===== src/ufit_pkg.sv =====
// package: register map, field layout, reset values and timing of the frame interval timer
package ufit_pkg;
  localparam logic [7:0] INTERVAL_REG_OFS = 8'h34;
  localparam logic [7:0] REMAINING_REG_OFS = 8'h38;
  localparam logic [7:0] CONTROL_REG_OFS = 8'h3C;
  localparam int FRAME_LENGTH_LSB = 0;
  localparam int FRAME_LENGTH_W = 14;
  localparam int PACKET_BUDGET_LSB = 16;
  localparam int PACKET_BUDGET_W = 15;
  localparam int TOGGLE_BIT = 31;
  localparam logic [13:0] FRAME_LENGTH_RST = 14'h2EDF;
  localparam logic [14:0] PACKET_BUDGET_RST = 15'h0000;
  localparam logic [13:0] REMAINING_RST = 14'h0000;
  localparam int CLK_FREQ_HZ = 50000000;
  localparam int BIT_RATE_HZ = 12000000;
  localparam int ACC_W = 26;
  localparam logic [ACC_W-1:0] BIT_STEP = ACC_W'(BIT_RATE_HZ);
  localparam logic [ACC_W-1:0] BIT_MOD = ACC_W'(CLK_FREQ_HZ);
  typedef enum logic [1:0] {ufit_halted_type_e, ufit_enter_e, ufit_running_e} ufit_state_type;
endpackage : ufit_pkg


===== src/ufit_bit_tick.sv =====
// fractional divider giving one-cycle full-speed bit-time enables
module ufit_bit_tick
  import ufit_pkg::*;
(
  input wire logic pclk,
  input wire logic presetn,
  output logic tick_q
);
  logic [ACC_W-1:0] acc_q;
  logic [ACC_W-1:0] acc_d;
  logic tick_d;

  // accumulator must hold clock rate plus one step without wrapping
  if (BIT_RATE_HZ >= CLK_FREQ_HZ ||
      CLK_FREQ_HZ + BIT_RATE_HZ >= 2 ** ACC_W) begin : g_rate_check
    $error("bit rate must be below clock rate and fit the accumulator");
  end

  always_comb begin
    if (acc_q + BIT_STEP >= BIT_MOD) begin
      acc_d = acc_q + BIT_STEP - BIT_MOD;
      tick_d = 1'b1;
    end else begin
      acc_d = acc_q + BIT_STEP;
      tick_d = 1'b0;
    end
  end

  always_ff @(posedge pclk or negedge presetn) begin
    if (!presetn) begin
      acc_q <= '0;
      tick_q <= 1'b0;
    end else begin
      acc_q <= acc_d;
      tick_q <= tick_d;
    end
  end
endmodule // ufit_bit_tick


===== src/ufit_timer.sv =====
// frame interval register and frame remaining down counter behind an apb slave
// What this block and its driver do
// frame_length is 14 bits at interval register bits 13..0
// reset loads frame_length 11999, all other interval bits zero
// driver inverts interval_toggle each time it writes frame_length
// packet budget counter loads from bits 30..16 at every frame start
// driver computes packet_budget as largest overrun-free transaction size
// driver saves frame_length before reset and restores it afterwards
// driver may trim frame_length at each frame start
// remaining_count is 14 bits, decrements once per bit time
// at zero remaining_count reloads frame_length on next bit time
// at zero remaining_toggle copies interval_toggle
// entering operational_state reloads remaining_count from frame_length
// driver writes reserved bits as zero
// every reload of remaining_count pulses the frame boundary
// a one-cycle 12 Mbit/s bit-time enable clocks the counter
module ufit_timer
  import ufit_pkg::*;
(
  input wire logic pclk,
  input wire logic presetn,
  input wire logic psel,
  input wire logic penable,
  input wire logic pwrite,
  input wire logic [7:0] paddr,
  input wire logic [31:0] pwdata,
  output logic [31:0] prdata,
  output logic pready,
  output logic pslverr,
  output logic frame_boundary_q,
  output logic [14:0] budget_count_q,
  output logic operational_q
);
  logic bit_tick;
  logic [13:0] frame_length_q, frame_length_d;
  logic [14:0] packet_budget_q, packet_budget_d;
  logic interval_toggle_q, interval_toggle_d;
  logic [13:0] remaining_q, remaining_d;
  logic remaining_toggle_q, remaining_toggle_d;
  logic frame_boundary_d;
  logic [14:0] budget_count_d;
  logic operational_d;
  ufit_state_type state_q, state_d;
  logic [31:0] prdata_q, prdata_d;
  logic pready_q, pready_d, pslverr_q, pslverr_d;
  logic access, wr;
  logic wr_remaining;

  assign prdata = prdata_q;
  assign pready = pready_q;
  assign pslverr = pslverr_q;

  ufit_bit_tick u_tick (
    .pclk(pclk),
    .presetn(presetn),
    .tick_q(bit_tick)
  );

  // access phase seen in the first cycle; answer lands one edge later
  assign access = psel && penable && !pready_q;
  assign wr = access && pwrite;
  assign wr_remaining = wr && paddr == REMAINING_REG_OFS;

  function automatic logic [31:0] read_word(input logic [7:0] a, input logic [13:0] fl,
      input logic [14:0] pb, input logic it, input logic [13:0] rm, input logic rt,
      input logic op);
    read_word = 32'h0000_0000;
    if (a == INTERVAL_REG_OFS) begin
      read_word = {it, pb, 2'b00, fl};
    end else if (a == REMAINING_REG_OFS) begin
      read_word = {rt, 17'h00000, rm};
    end else if (a == CONTROL_REG_OFS) begin
      read_word = {31'h0000_0000, op};
    end
  endfunction

  // register writes
  always_comb begin
    frame_length_d = frame_length_q;
    packet_budget_d = packet_budget_q;
    interval_toggle_d = interval_toggle_q;
    operational_d = operational_q;
    if (wr && paddr == INTERVAL_REG_OFS) begin
      frame_length_d = pwdata[FRAME_LENGTH_LSB +: FRAME_LENGTH_W];
      packet_budget_d = pwdata[PACKET_BUDGET_LSB +: PACKET_BUDGET_W];
      interval_toggle_d = pwdata[TOGGLE_BIT];
    end else if (wr && paddr == CONTROL_REG_OFS) begin
      operational_d = pwdata[0];
    end
  end

  // counter and operational state
  always_comb begin
    state_d = state_q;
    remaining_d = remaining_q;
    remaining_toggle_d = remaining_toggle_q;
    frame_boundary_d = 1'b0;
    budget_count_d = budget_count_q;
    case (state_q)
      ufit_halted_type_e: begin
        if (operational_q) begin
          state_d = ufit_enter_e;
        end
      end
      ufit_enter_e: begin
        remaining_d = frame_length_q;
        frame_boundary_d = 1'b1;
        budget_count_d = packet_budget_q;
        state_d = ufit_running_e;
      end
      ufit_running_e: begin
        if (!operational_q) begin
          state_d = ufit_halted_type_e;
        end else if (bit_tick) begin
          if (remaining_q == 14'h0000) begin
            remaining_d = frame_length_q;
            remaining_toggle_d = interval_toggle_q;
            frame_boundary_d = 1'b1;
            budget_count_d = packet_budget_q;
          end else begin
            remaining_d = remaining_q - 14'h0001;
          end
        end
      end
      default: state_d = ufit_halted_type_e;
    endcase
    if (wr && paddr == REMAINING_REG_OFS) begin
      remaining_d = pwdata[13:0];
      remaining_toggle_d = pwdata[TOGGLE_BIT];
    end
  end

  always_comb begin
    pready_d = access;
    pslverr_d = 1'b0;
    prdata_d = 32'h0000_0000;
    if (access) begin
      prdata_d = read_word(paddr, frame_length_q, packet_budget_q, interval_toggle_q,
          remaining_q, remaining_toggle_q, operational_q);
      pslverr_d = !(paddr == INTERVAL_REG_OFS || paddr == REMAINING_REG_OFS ||
          paddr == CONTROL_REG_OFS);
    end
  end

  always_ff @(posedge pclk or negedge presetn) begin
    if (!presetn) begin
      frame_length_q <= FRAME_LENGTH_RST;
      packet_budget_q <= PACKET_BUDGET_RST;
      interval_toggle_q <= 1'b0;
      operational_q <= 1'b0;
      state_q <= ufit_halted_type_e;
      remaining_q <= REMAINING_RST;
      remaining_toggle_q <= 1'b0;
      frame_boundary_q <= 1'b0;
      budget_count_q <= PACKET_BUDGET_RST;
      prdata_q <= 32'h0000_0000;
      pready_q <= 1'b0;
      pslverr_q <= 1'b0;
    end else begin
      frame_length_q <= frame_length_d;
      packet_budget_q <= packet_budget_d;
      interval_toggle_q <= interval_toggle_d;
      operational_q <= operational_d;
      state_q <= state_d;
      remaining_q <= remaining_d;
      remaining_toggle_q <= remaining_toggle_d;
      frame_boundary_q <= frame_boundary_d;
      budget_count_q <= budget_count_d;
      prdata_q <= prdata_d;
      pready_q <= pready_d;
      pslverr_q <= pslverr_d;
    end
  end
endmodule // ufit_timer


===== config.mk =====
export PLATFORM = sky130hd
export DESIGN_NAME = ufit_timer
export DESIGN_NICKNAME = d
export VERILOG_FILES = /design/src/ufit_pkg.sv /design/src/ufit_bit_tick.sv /design/src/ufit_timer.sv
export SDC_FILE = /design/constraint.sdc
export NUM_CORES = 1
export LEC_CHECK = 0
export BUFFER_PORTS_ARGS = -buffer_cell sky130_fd_sc_hd__buf_2
export CORE_ASPECT_RATIO = 1.4
export CORE_MARGIN = 2
export CORE_UTILIZATION = 35
export CTS_BUF_LIST = sky130_fd_sc_hd__clkbuf_4 sky130_fd_sc_hd__clkbuf_8 sky130_fd_sc_hd__clkbuf_16
export DETAILED_ROUTE_END_ITERATION = 6
export HOLD_SLACK_MARGIN = 0.05
export PLACE_DENSITY = 0.55
export SLEW_MARGIN = 30
export SYNTH_ARGS = -nofsm -noshare
export SYNTH_HDL_FRONTEND = slang
export SYNTH_HIERARCHICAL = 1
export SYNTH_SLANG_ARGS = --single-unit

===== constraint.sdc =====
create_clock -name pclk -period 6.6 [get_ports pclk]
set_input_delay 0.66 -clock pclk [delete_from_list [all_inputs] [get_ports pclk]]
set_output_delay 0.66 -clock pclk [all_outputs]
set_load 0.03 [all_outputs]

Word level (Yosys, flattened, before mapping). Cells that the tools add are included.

Register bits after elaboration: 125. Input bits: 45. Output and inout port bits: 51.

Add/sub/neg operators: 3. Magnitude comparators: 1. Equality and inequality tests: 12. Multiplexer cells: 28. Bitwise operators: 1. Reductions and logical operators: 23.

Operators with widths (number): $mux 32 (3); $mux 14 (4); $mux 15 (3); $pmux 15 s2 (1); $pmux 14 s2 (1); $add 26x24->26 const B (1); $ge 26x26->1 const B (1); $mux 26 (1); $sub 26x26->26 const B (1); $eq 8x6->1 const B (3); $logic_not 14->1 (1); $sub 14x1->14 const B (1); $mux 1 (11); $reduce_bool 2->1 (5); $ne 2x2->1 const B (4); $reduce_and 4->1 (2); $logic_and 1x1->1 (6); $pmux 2 s3 (1); $mux 2 (2); $reduce_and 2->1 (2); $ne 3x2->1 const B (1); $ne 3x3->1 const B (1); $reduce_and 3->1 (1); $reduce_bool 3->1 (1); 8 further kinds (10).

Longest topological paths before layout. Gate-level depths: netlist (run 1).

Word-level depth: 6. Depth in mapped cells: 12.

By module. The synthesis (run 1) kept the hierarchy.

Modules (own cells, without submodules): ufit_timer (times used 1, cells each 361, area an instance 4292.9 sq um, seq. area each 2416.1 sq um); ufit_bit_tick (times used 1, cells each 182, area an instance 1579.0 sq um, seq. area each 500.5 sq um).

Worst setup path before layout (run 1). No wires, ideal clock.

Path type: register to register. Start: reg u_tick.acc_q[8]. End: reg u_tick.acc_q[23]. Library setup time: 0.133 ns. Data arrival time: 2.715 ns. Data required time: 6.467 ns. Path slack: 3.751 ns. Cell stages (with the launch flop): 12. Buffers on the path: 0. Clock period less this slack: 2.849 ns. Path through: dfrtp_1 > inv_1 > ha_1 > nand2b_1 > or3_1 > and2_1 > nor4_1 > a22oi_1 > a221oi_4 > and2b_1 > nand3_1 > xnor2_1.

Cells in the longest elaborated chain, start to end: 3. Elaborated cells between the ends (all ways): 4. Classes of those cells: 2 x add/sub; 1 x order compare; 1 x mux.

Ends and longest elaborated chain: start, declared (line ufit_bit_tick.sv:9) `logic [ACC_W-1:0] acc_q;`; start signal, assigned (line ufit_bit_tick.sv:31) `acc_q <= '0;`; start signal, assigned (line ufit_bit_tick.sv:34) `acc_q <= acc_d;`; $add 26x24->26 * (line ufit_bit_tick.sv:20, ufit_bit_tick.sv:21, ufit_bit_tick.sv:24); $sub 26x26->26 or $ge 26x26->1 (tied branches) (line ufit_bit_tick.sv:21, ufit_bit_tick.sv:20); $mux 26 * (line ufit_bit_tick.sv:20) `if (acc_q + BIT_STEP >= BIT_MOD) begin`; named net u_tick.acc_d[23] (line ufit_bit_tick.sv:10) `logic [ACC_W-1:0] acc_d;`.

The timed path passes the listed nets; every way through them passes the cells marked *. A chain may end at the register's enable or synchronous reset.

Final worst setup path (run 1). Same ends and word-level chain as after synthesis.

==> impl_metrics.env, run 1 <==
export IMPL_critPathCaptureType="flop"
export IMPL_cap_violations=0
export IMPL_crit_fanout=15
export IMPL_final_common_cell="dfrtp_1"
export IMPL_maxSlewHeadroom_pct=36.9
export IMPL_die_width_um=113
export IMPL_route_detailed_drc=0
export IMPL_clock_sinks=116
export IMPL_final_hold_viol_count=0
export IMPL_finalCritPeriodShare_pct=54.1
export IMPL_insertion_delay_ps=420
export IMPL_synth_flop_cell="dfrtp_1"
export IMPL_hpwl_um=9940
export IMPL_dp_slack_ps=2930
export IMPL_drt_iter0_markers=206
export IMPL_grt_overflow=0
export IMPL_setup_viol=0
export IMPL_netlist_area_um2=5870
export IMPL_start_util_pct=35.4
export IMPL_vias=4376
export IMPL_antenna_found_initial=1
export IMPL_crit_type="reg -> reg"
export IMPL_synth_edff_count=0
export IMPL_numCtsBuffers=17
export IMPL_hp_class="in -> async"
export IMPL_ant_nets=0
export IMPL_grt_pass1_wl_um=22600
export IMPL_fp_dieH_um=157
export IMPL_ioPinCount=96
export IMPL_cts_root_buf="clkbuf_16"
export IMPL_grt_max_degree=66
export IMPL_wl_per_cell_um=16.5
export IMPL_fin_crit_ps=3570
export IMPL_slew_violations=0
export IMPL_vdd_drop_max_mv=0.192
export IMPL_die_area_um2=17800
export IMPL_syn2layout_area_growth_pct=20.8
export IMPL_ff2ff_path_depth=11
export IMPL_post_cts_buffers=0
export IMPL_detailed_place_area_um2=6480
export IMPL_hold_worst_slack_ps=278
export IMPL_final_cell_mix="dfrtp_1 (105), buf_2 (90), mux2_2 (47), nor2_1 (43), nand2_1 (34)"
export IMPL_ys_warn_count=6
export IMPL_coreArea_um2=16600
export IMPL_status="completed"
export IMPL_grt_setup_unrepaired="no"
export IMPL_path_clk_slew_ps=50
export IMPL_firstDrtPassIters=4
export IMPL_syn_inst=543
export IMPL_tightest_slew_ps=946
export IMPL_critPathRequiredTime_ps=6890
export IMPL_layout_drive_gt1_share_pct=31.8
export IMPL_yosysUniqueCellTypes=61
export IMPL_post_drt_via_cell_ratio=5.17
export IMPL_grt_pass1_vias=4530
export IMPL_fin_tns_setup_ps=0
export IMPL_power_density_nw_per_um2=335
export IMPL_holdBufCountCts=0
export IMPL_h_tree_depth=4
export IMPL_gp_congestion=0.854
export IMPL_cp_start_kind="flop"
export IMPL_cts_tree="done"
export IMPL_clock_skew_ps=10.5
export IMPL_fin_ws_ps=3030
export IMPL_yosysSeqAreaShare_pct=49.7
export IMPL_fmax_mhz=280
export IMPL_arrival_ps=3860
export IMPL_async_reset_ff_share_pct=100
export IMPL_p_leak_nw=3.35
export IMPL_fp_row_count=56
export IMPL_synth_avg_cell_area_um2=10.8
export IMPL_cts_resized_gates=0
export IMPL_wl_um=13900
export IMPL_fin_area_um2=7100
export IMPL_ys_ff_latch=116
export IMPL_nets=688
export IMPL_numPortBuffers=91
export IMPL_cts_buffer_depth=2
export IMPL_gr_usage_all_layers_pct=16.3
-- final cells by class --
cell class,instances,area (um^2)
antenna,1,2.50
clock buffer,19,453
clock inverter,10,158
fill,1585,9510
inverter,12,45.0
multi-input combinational,389,2770
sequential,116,2920
tap,203,254
timing repair buffer,96,495
-- critical path: stages (launching register included) --
cell,delay [ps]
dfrtp_1,540
inv_1,80
ha_1,260
nand2b_1,240
or3_1,350
and2_1,200
nor4_1,420
a22oi_1,180
a221oi_4,650
and2b_1,290
nand3_1,110
xnor2_1,140
-- path summary, 6_finish.rpt --
check	start	to	slack [ps]
hold reg to reg	packet_budget_q[1]	prdata[17]	500
min in group pclk	pwdata[20]	packet_budget_q[4]	470
hold / removal	presetn	prdata[4]	280
setup reg to reg	u_tick/acc_q[8]	u_tick/acc_q[23]	3030
max in group asynchronous	presetn	operational_q	5050
setup / recovery	u_tick/acc_q[8]	u_tick/acc_q[23]	3030
-- cell usage after synthesis, types with 8 or more instances --
| master | number | area (um^2) |
|---|---|---|
| mux2i_1 | 10 | 100 |
| nor2_1 | 44 | 165 |
| and2_1 | 19 | 119 |
| o22ai_1 | 8 | 50.1 |
| clkbuf_1 | 12 | 45.0 |
| xnor2_1 | 26 | 228 |
| a21oi_1 | 21 | 105 |
| o21ai_0 | 21 | 105 |
| nor3_1 | 16 | 80.1 |
| dfstp_2 | 11 | 289 |
| ha_1 | 11 | 138 |
| a22oi_1 | 15 | 113 |
| inv_1 | 12 | 45.0 |
| nand2_1 | 34 | 128 |
| dfrtp_1 | 105 | 2630 |
| o21ai_1 | 9 | 45.0 |
| mux2_2 | 47 | 529 |
| nand3_1 | 12 | 60.1 |
| xor2_1 | 11 | 96.3 |
-- per-stage QoR --
| step | power (mW) | utilization [%] | std cells |
|---|---|---|---|
| 5_1_grt | 2.50 | 42.7 | 846 |
| 2_1_floorplan | 1.29 | - | 544 |
| 3_5_place_dp | 1.43 | 39.0 | 816 |
| 4_1_cts | 2.40 | 42.7 | 845 |
| 6_report | 2.38 | 42.7 | 846 |
| 3_3_place_gp | 1.42 | 39.0 | 816 |
-- sequential cells by signal, indices dropped and copies added (netlist names) --
signal              cells
operational_q           1
remaining_q            14
budget_count_q         15
remaining_toggle_q      1
state_q                 2
pslverr                 1
frame_boundary_q        1
interval_toggle_q       1
frame_length_q         14
prdata                 30
pready                  1
u_tick/tick_q           1
u_tick/acc_q           19
packet_budget_q        15
-- report_power, final --
part	internal, mW	leakage [nW]	switching [mW]
logic	0.236	1.54	0.338
clock network	0.642	0.293	0.320
registers	0.765	1.52	0.0781
-- per-layer routing --
metal | part of all wire, % | GRT usage [%] | vias up | wire, um
met4 | 2.7 | 7.61 | 0 | 371
met1 | 39 | 17.9 | 2162 | 5440
met5 | 0 | 0 | - | 0
met2 | 55 | 29.1 | 82 | 7620
met3 | 3.6 | 4.47 | 27 | 508
li1 | - | - | 2105 | -
-- cell families after synthesis --
family | Yosys count | synth area share (%)
simple gates | 174 | 15.6
fa+ha+maj | 11 | 2.34
mux | 57 | 10.7
buf+inv | 39 | 3.54
xor+xnor | 37 | 5.52
other cells | 1 | 0.0639
compound gates | 108 | 12.6
flops | 116 | 49.7
Power figures use the tool's default switching activity.
==> run 2, diff against run 1 <==
==> constraint.sdc (replaced) <==
create_clock -name pclk -period 3.45 [get_ports pclk]
set_input_delay 0.345 -clock pclk [delete_from_list [all_inputs] [get_ports pclk]]
set_output_delay 0.345 -clock pclk [all_outputs]
set_load 0.03 [all_outputs]
==> impl_metrics.env, run 2 (synthesis gave the netlist of run 1 again) <==
export IMPL_syn2layout_area_growth_pct=22.6
export IMPL_path_delay_family="simple AND/OR/NAND/NOR gates"
export IMPL_place_inst=824
export IMPL_cts_root_buf="clkbuf_16"
export IMPL_fp_row_count=56
export IMPL_setup_viol=0
export IMPL_tightest_slew_ps=766
export IMPL_ant_nets=0
export IMPL_gr_usage_all_layers_pct=16.8
export IMPL_clock_skew_ps=9.04
export IMPL_slowest_delay_ps=430
export IMPL_finalCritPeriodShare_pct=90.9
export IMPL_cp_start_kind="flop"
export IMPL_fin_area_um2=7200
export IMPL_grt_setup_unrepaired="no"
export IMPL_dp_slack_ps=247
export IMPL_final_cells=858
export IMPL_hold_worst_slack_ps=155
export IMPL_route_detailed_drc=0
export IMPL_cts_buffer_depth=2
export IMPL_arrival_ps=3430
export IMPL_grt_overflow=0
export IMPL_crit_fanout=11
export IMPL_cts_tree="done"
export IMPL_maxSlewHeadroom_pct=48.9
export IMPL_crit_type="reg -> reg"
export IMPL_fmax_mhz=319
export IMPL_cap_violations=0
export IMPL_grt_pass1_vias=4635
export IMPL_hp_class="in -> reg"
export IMPL_fp_dieH_um=157
export IMPL_status="completed"
export IMPL_insertion_delay_ps=420
export IMPL_slew_violations=0
export IMPL_final_cell_mix="dfrtp_1 (105), buf_2 (90), mux2_2 (47), nor2_1 (44), nand2_1 (34)"
export IMPL_die_width_um=113
export IMPL_drt_iter0_markers=257
export IMPL_fin_util_pct=43.3
export IMPL_wl_um=14400
export IMPL_numPortBuffers=91
export IMPL_grt_max_degree=61
export IMPL_final_hold_viol_count=0
export IMPL_clock_sinks=116
export IMPL_start_util_pct=35.4
export IMPL_path_cells="inv_1 > ha_1 > nand2b_1 > or3_1 > and2_1 > nor4_2 > a22oi_1 > a221oi_4 > buf_4 > and3_1 > o21ai_1 > xnor2_1"
export IMPL_p_leak_nw=3.40
export IMPL_power_density_nw_per_um2=636
export IMPL_firstDrtPassIters=4
export IMPL_vdd_drop_max_mv=0.335
export IMPL_fin_ws_ps=314
export IMPL_wl_per_cell_um=16.8
export IMPL_final_common_cell="dfrtp_1"
export IMPL_grt_pass1_wl_um=23300
export IMPL_power_total_mw=4.58
export IMPL_vias=4484
export IMPL_critPathRequiredTime_ps=3740
export IMPL_numCtsBuffers=17
export IMPL_ioPinCount=96
export IMPL_gp_congestion=0.874
export IMPL_coreArea_um2=16600
export IMPL_detailed_place_area_um2=6550
export IMPL_critPathCaptureType="flop"
export IMPL_post_cts_buffers=0
export IMPL_hpwl_um=10100
export IMPL_antenna_found_initial=1
export IMPL_worst_path_max_delay_cell="dfrtp_1"
export IMPL_path_clk_slew_ps=50
export IMPL_fin_crit_ps=3140
export IMPL_die_area_um2=17800
export IMPL_fin_tns_setup_ps=0
export IMPL_path_buf_inv=2
export IMPL_nets=697
export IMPL_h_tree_depth=4
export IMPL_post_drt_via_cell_ratio=5.23
export IMPL_largest_reg_flops=30
export IMPL_layout_drive_gt1_share_pct=33.0
[run 2: power by group]
| part | internal, mW | total, mW | switching, mW |
|---|---|---|---|
| Sequential | 1.46 | 1.62 | 0.152 |
| Clock | 1.20 | 1.83 | 0.621 |
| Combinational | 0.469 | 1.14 | 0.667 |
[run 2: metal layers]
| layer | vias up | routed length (um) | GRT usage (%) |
|---|---|---|---|
| met5 | - | 0 | 0 |
| met4 | 0 | 180 | 5.92 |
| li1 | 2126 | - | - |
| met2 | 79 | 7990 | 31.0 |
| met1 | 2268 | 5780 | 18.5 |
| met3 | 11 | 456 | 4.39 |
[run 2: final timing paths]
path	start	to	slack (ps)	depth (start not counted)
worst min-delay path	pwdata[31]	remaining_toggle_q	160	3
max in group asynchronous	presetn	frame_length_q[0]	2090	3
worst max register to register	u_tick/acc_q[9]	u_tick/acc_q[11]	310	12
min in group asynchronous	presetn	remaining_q[7]	550	2
worst min register to register	packet_budget_q[12]	prdata[28]	490	1
worst max-delay path	u_tick/acc_q[9]	u_tick/acc_q[11]	310	12
[run 2: cell type report]
cell class | count | area, um^2
Antenna cell | 1 | 2.50
Clock buffer | 26 | 531
Clock inverter | 6 | 90.1
Fill cell | 1607 | 9410
Inverter | 12 | 45.0
Multi-Input combinational cell | 389 | 2780
Sequential cell | 116 | 2920
Tap cell | 203 | 254
Timing Repair Buffer | 105 | 578
[run 2: timing repair]
action                                  in CTS  in global routing
endpoints found under the setup margin       0                  4
resized for setup                            0                  2
hold buffers                                 1                  0
endpoints found under the hold margin       44                  0
[run 2: worst reg2reg max path, cell delays in order, from the launching register on]
cell      delay, ps
dfrtp_1         430
inv_1           110
ha_1            250
nand2b_1        240
or3_1           350
and2_1          200
nor4_2          340
a22oi_1         160
a221oi_4        310
buf_4           230
and3_1          170
o21ai_1          70
xnor2_1         150
==> run 3, diff against run 2 <==
--- a/config.mk
+++ b/config.mk
@@ -5,6 +5,7 @@
 export SDC_FILE = /design/constraint.sdc
 export NUM_CORES = 1
 export LEC_CHECK = 0
+export ABC_AREA = 1
 export BUFFER_PORTS_ARGS = -buffer_cell sky130_fd_sc_hd__buf_2
 export CORE_ASPECT_RATIO = 1.4
 export CORE_MARGIN = 2
@@ -12,7 +13,7 @@
 export CTS_BUF_LIST = sky130_fd_sc_hd__clkbuf_4 sky130_fd_sc_hd__clkbuf_8 sky130_fd_sc_hd__clkbuf_16
 export DETAILED_ROUTE_END_ITERATION = 6
 export HOLD_SLACK_MARGIN = 0.05
-export PLACE_DENSITY = 0.55
+export PLACE_DENSITY = 0.54
 export SLEW_MARGIN = 30
 export SYNTH_ARGS = -nofsm -noshare
 export SYNTH_HDL_FRONTEND = slang
==> impl_metrics.env, run 3 <==
export IMPL_status="completed"
export IMPL_ys_ff_latch=116
export IMPL_combPwrFrac_pct=31.0
export IMPL_nets=983
export IMPL_finalCritPeriodShare_pct=77.2
export IMPL_cts_resized_gates=0
export IMPL_ant_nets=0
export IMPL_h_tree_depth=4
export IMPL_wl_um=15900
export IMPL_final_hold_viol_count=0
export IMPL_path_buf_inv=2
export IMPL_final_common_cell="nand2_1"
export IMPL_gp_congestion=0.849
export IMPL_numCtsBuffers=17
export IMPL_synth_top_area_share_pct=39.6
export IMPL_dp_slack_ps=789
export IMPL_layout_drive_gt1_share_pct=23.3
export IMPL_insertion_delay_ps=420
export IMPL_firstDrtPassIters=5
export IMPL_worst_path_max_delay_cell="dfrtp_1"
export IMPL_fin_util_pct=41.9
export IMPL_die_area_um2=20100
export IMPL_hp_class="in -> async"
export IMPL_vias=5515
export IMPL_synth_edff_count=0
export IMPL_path_cells="inv_1 > ha_1 > inv_1 > nand2_1 > nand2_4 > nand2_1 > nand2_1 > nand2_1 > nor2_1 > nand4_1 > nand3_1 > nand2_2 > nand2_4 > nand2_4 > nand2_1 > nand2_1"
export IMPL_clock_skew_ps=13.2
export IMPL_ioPinCount=96
export IMPL_critPathCaptureType="flop"
export IMPL_fill_cells=1925
export IMPL_cp_common_cell="nand2_1"
export IMPL_synth_flop_cell="dfrtp_1"
export IMPL_die_width_um=120
export IMPL_synth_most_common_cell="nand2_1"
export IMPL_fmax_mhz=376
export IMPL_switching_share_pct=37.5
export IMPL_cts_tree="done"
export IMPL_slowest_delay_ps=440
export IMPL_synthTopCellsByArea="dfrtp_1 (40%), nand2_1 (13%), inv_1 (6.3%), nand3_1 (6.3%), dfstp_2 (4.4%)"
export IMPL_tightest_slew_ps=917
export IMPL_maxSlewHeadroom_pct=38.7
export IMPL_start_util_pct=35.6
export IMPL_power_density_nw_per_um2=620
export IMPL_hold_worst_slack_ps=36.1
export IMPL_netlist_area_um2=6630
export IMPL_final_cells=1184
export IMPL_path_delay_family="simple AND/OR/NAND/NOR gates"
export IMPL_numPortBuffers=91
export IMPL_fin_tns_setup_ps=0
export IMPL_p_switching_mw=1.81
export IMPL_cap_violations=0
export IMPL_antenna_found_initial=1
export IMPL_clock_sinks=116
export IMPL_final_seq_area_um2=2920
export IMPL_wl_per_cell_um=13.5
export IMPL_fin_crit_ps=2660
export IMPL_hpwl_um=11300
export IMPL_critPathRequiredTime_ps=3750
export IMPL_p_leak_nw=4.18
export IMPL_coreArea_um2=18600
export IMPL_fin_ws_ps=787
export IMPL_route_detailed_drc=0
export IMPL_vdd_drop_max_mv=0.375
export IMPL_synth_avg_cell_area_um2=7.91
export IMPL_grt_pass1_wl_um=26600
export IMPL_seqPwrFrac_pct=34.1
export IMPL_slew_violations=0
export IMPL_cp_start_kind="flop"
export IMPL_crit_type="reg -> reg"
export IMPL_yosysSeqAreaShare_pct=44.0
export IMPL_n_antenna_cell=0
export IMPL_gr_usage_all_layers_pct=16.7
export IMPL_path_clk_slew_ps=60
export IMPL_yosysTopAreaCell="dfrtp_1"
export IMPL_yosys_top_cells_count="nand2_1 (229), inv_1 (112), dfrtp_1 (105), nand3_1 (84), nor2_1 (63)"
export IMPL_ys_warn_count=6
export IMPL_cts_root_buf="clkbuf_16"
export IMPL_cp_startpoint="u_tick/acc_q[8]"
export IMPL_cts_buffer_depth=2
export IMPL_detailed_place_area_um2=7230
export IMPL_drt_iter0_markers=218
export IMPL_largest_reg_flops=30
export IMPL_async_reset_ff_share_pct=100
export IMPL_grt_pass1_vias=5568
export IMPL_arrival_ps=2960
export IMPL_intPower_mw=3.02
export IMPL_power_total_mw=4.84
export IMPL_clock_power_share_pct=34.9
export IMPL_multi_input_area_um2=3080
export IMPL_yosysUniqueCellTypes=41
export IMPL_syn_inst=838
export IMPL_grt_setup_unrepaired="no"
export IMPL_post_cts_buffers=0
export IMPL_reg2reg_from="u_tick/acc_q[8]"
export IMPL_post_drt_via_cell_ratio=4.66
export IMPL_grt_max_degree=65
export IMPL_grt_overflow=0
export IMPL_fp_row_count=59
export IMPL_setup_viol=0
export IMPL_crit_fanout=19
export IMPL_syn2layout_area_growth_pct=17.6
export IMPL_final_cell_mix="nand2_1 (229), inv_1 (112), dfrtp_1 (105), buf_2 (90), nand3_1 (84)"
export IMPL_fin_area_um2=7800
export IMPL_place_inst=1152
export IMPL_holdBufCountCts=0
export IMPL_fp_dieH_um=167
-- run 3: cell types whose count changed after synthesis, sizes merged, moves of 10 or more --
cell / before / now
inv: 12 / 114
clkbuf: 13 / 3
mux2i: 10 / 0
nand3: 12 / 87
a22oi: 15 / 0
a21oi: 23 / 40
nor2: 45 / 78
mux2: 47 / 5
nand2: 34 / 263
and2: 19 / 1
xnor2: 26 / 5
-- run 3: path summary, 6_finish.rpt --
check / endpoint / slack, ps / cells past startpoint
max in group asynchronous: frame_length_q[10] / 2580 / 2
max reg2reg: u_tick/acc_q[21] / 790 / 16
max: u_tick/acc_q[21] / 790 / 16
min in group pclk: remaining_toggle_q / 160 / 3
min: budget_count_q[0] / 40 / 1
min reg2reg: frame_length_q[0] / 470 / 2
-- run 3: worst reg2reg max path: stages (launching register included) --
cell and delay (ps):
dfrtp_1 440, inv_1 90, ha_1 210, inv_1 60
nand2_1 130, nand2_4 160, nand2_1 60, nand2_1 60
nand2_1 120, nor2_1 170, nand4_1 180, nand3_1 190
nand2_2 80, nand2_4 210, nand2_4 220, nand2_1 120
nand2_1 50
-- run 3: final cells by class --
type / count / share of cell area (%)
clock buffers: 17 / 5.46
clock inverters: 15 / 1.85
inverters: 114 / 5.49
multi-input cells: 583 / 39.5
flip-flops and latches: 116 / 37.4
well taps: 244 / 3.92
repair buffers: 95 / 6.42
-- run 3: layer usage --
| layer | vias up | part of all wire [%] | track usage, % |
|---|---|---|---|
| met5 | - | 0.044 | 0 |
| met4 | 2 | 1.6 | 5.92 |
| met3 | 19 | 3.5 | 3.32 |
| met2 | 105 | 54 | 31.6 |
| met1 | 2557 | 41 | 18.1 |
| li1 | 2832 | - | - |
-- run 3: power groups by stage --
stage / Clock (mW) / Combinational, mW / Sequential, mW
finish: 1.69 / 1.50 / 1.65
global route: 1.79 / 1.68 / 1.67
CTS: 1.74 / 1.52 / 1.65
detailed placement: 0 / 1.51 / 1.67
global placement: 0 / 1.50 / 1.67
floorplan: 0 / 1.04 / 1.84
-- run 3: cells by family (layout without fill, tap and decap cells) --
family,after synthesis,count (layout),synth area share [%]
XOR/XNOR,15,15,2.10
buffers and inverters,140,241,9.63
adder cells (fa/ha/maj),11,11,2.08
AND/OR/NAND/NOR,458,458,32.3
multiplexers,5,5,1.13
AO/OA/AOI/OAI,92,92,8.72
other,1,2,0.0566
flip-flops,116,116,44.0
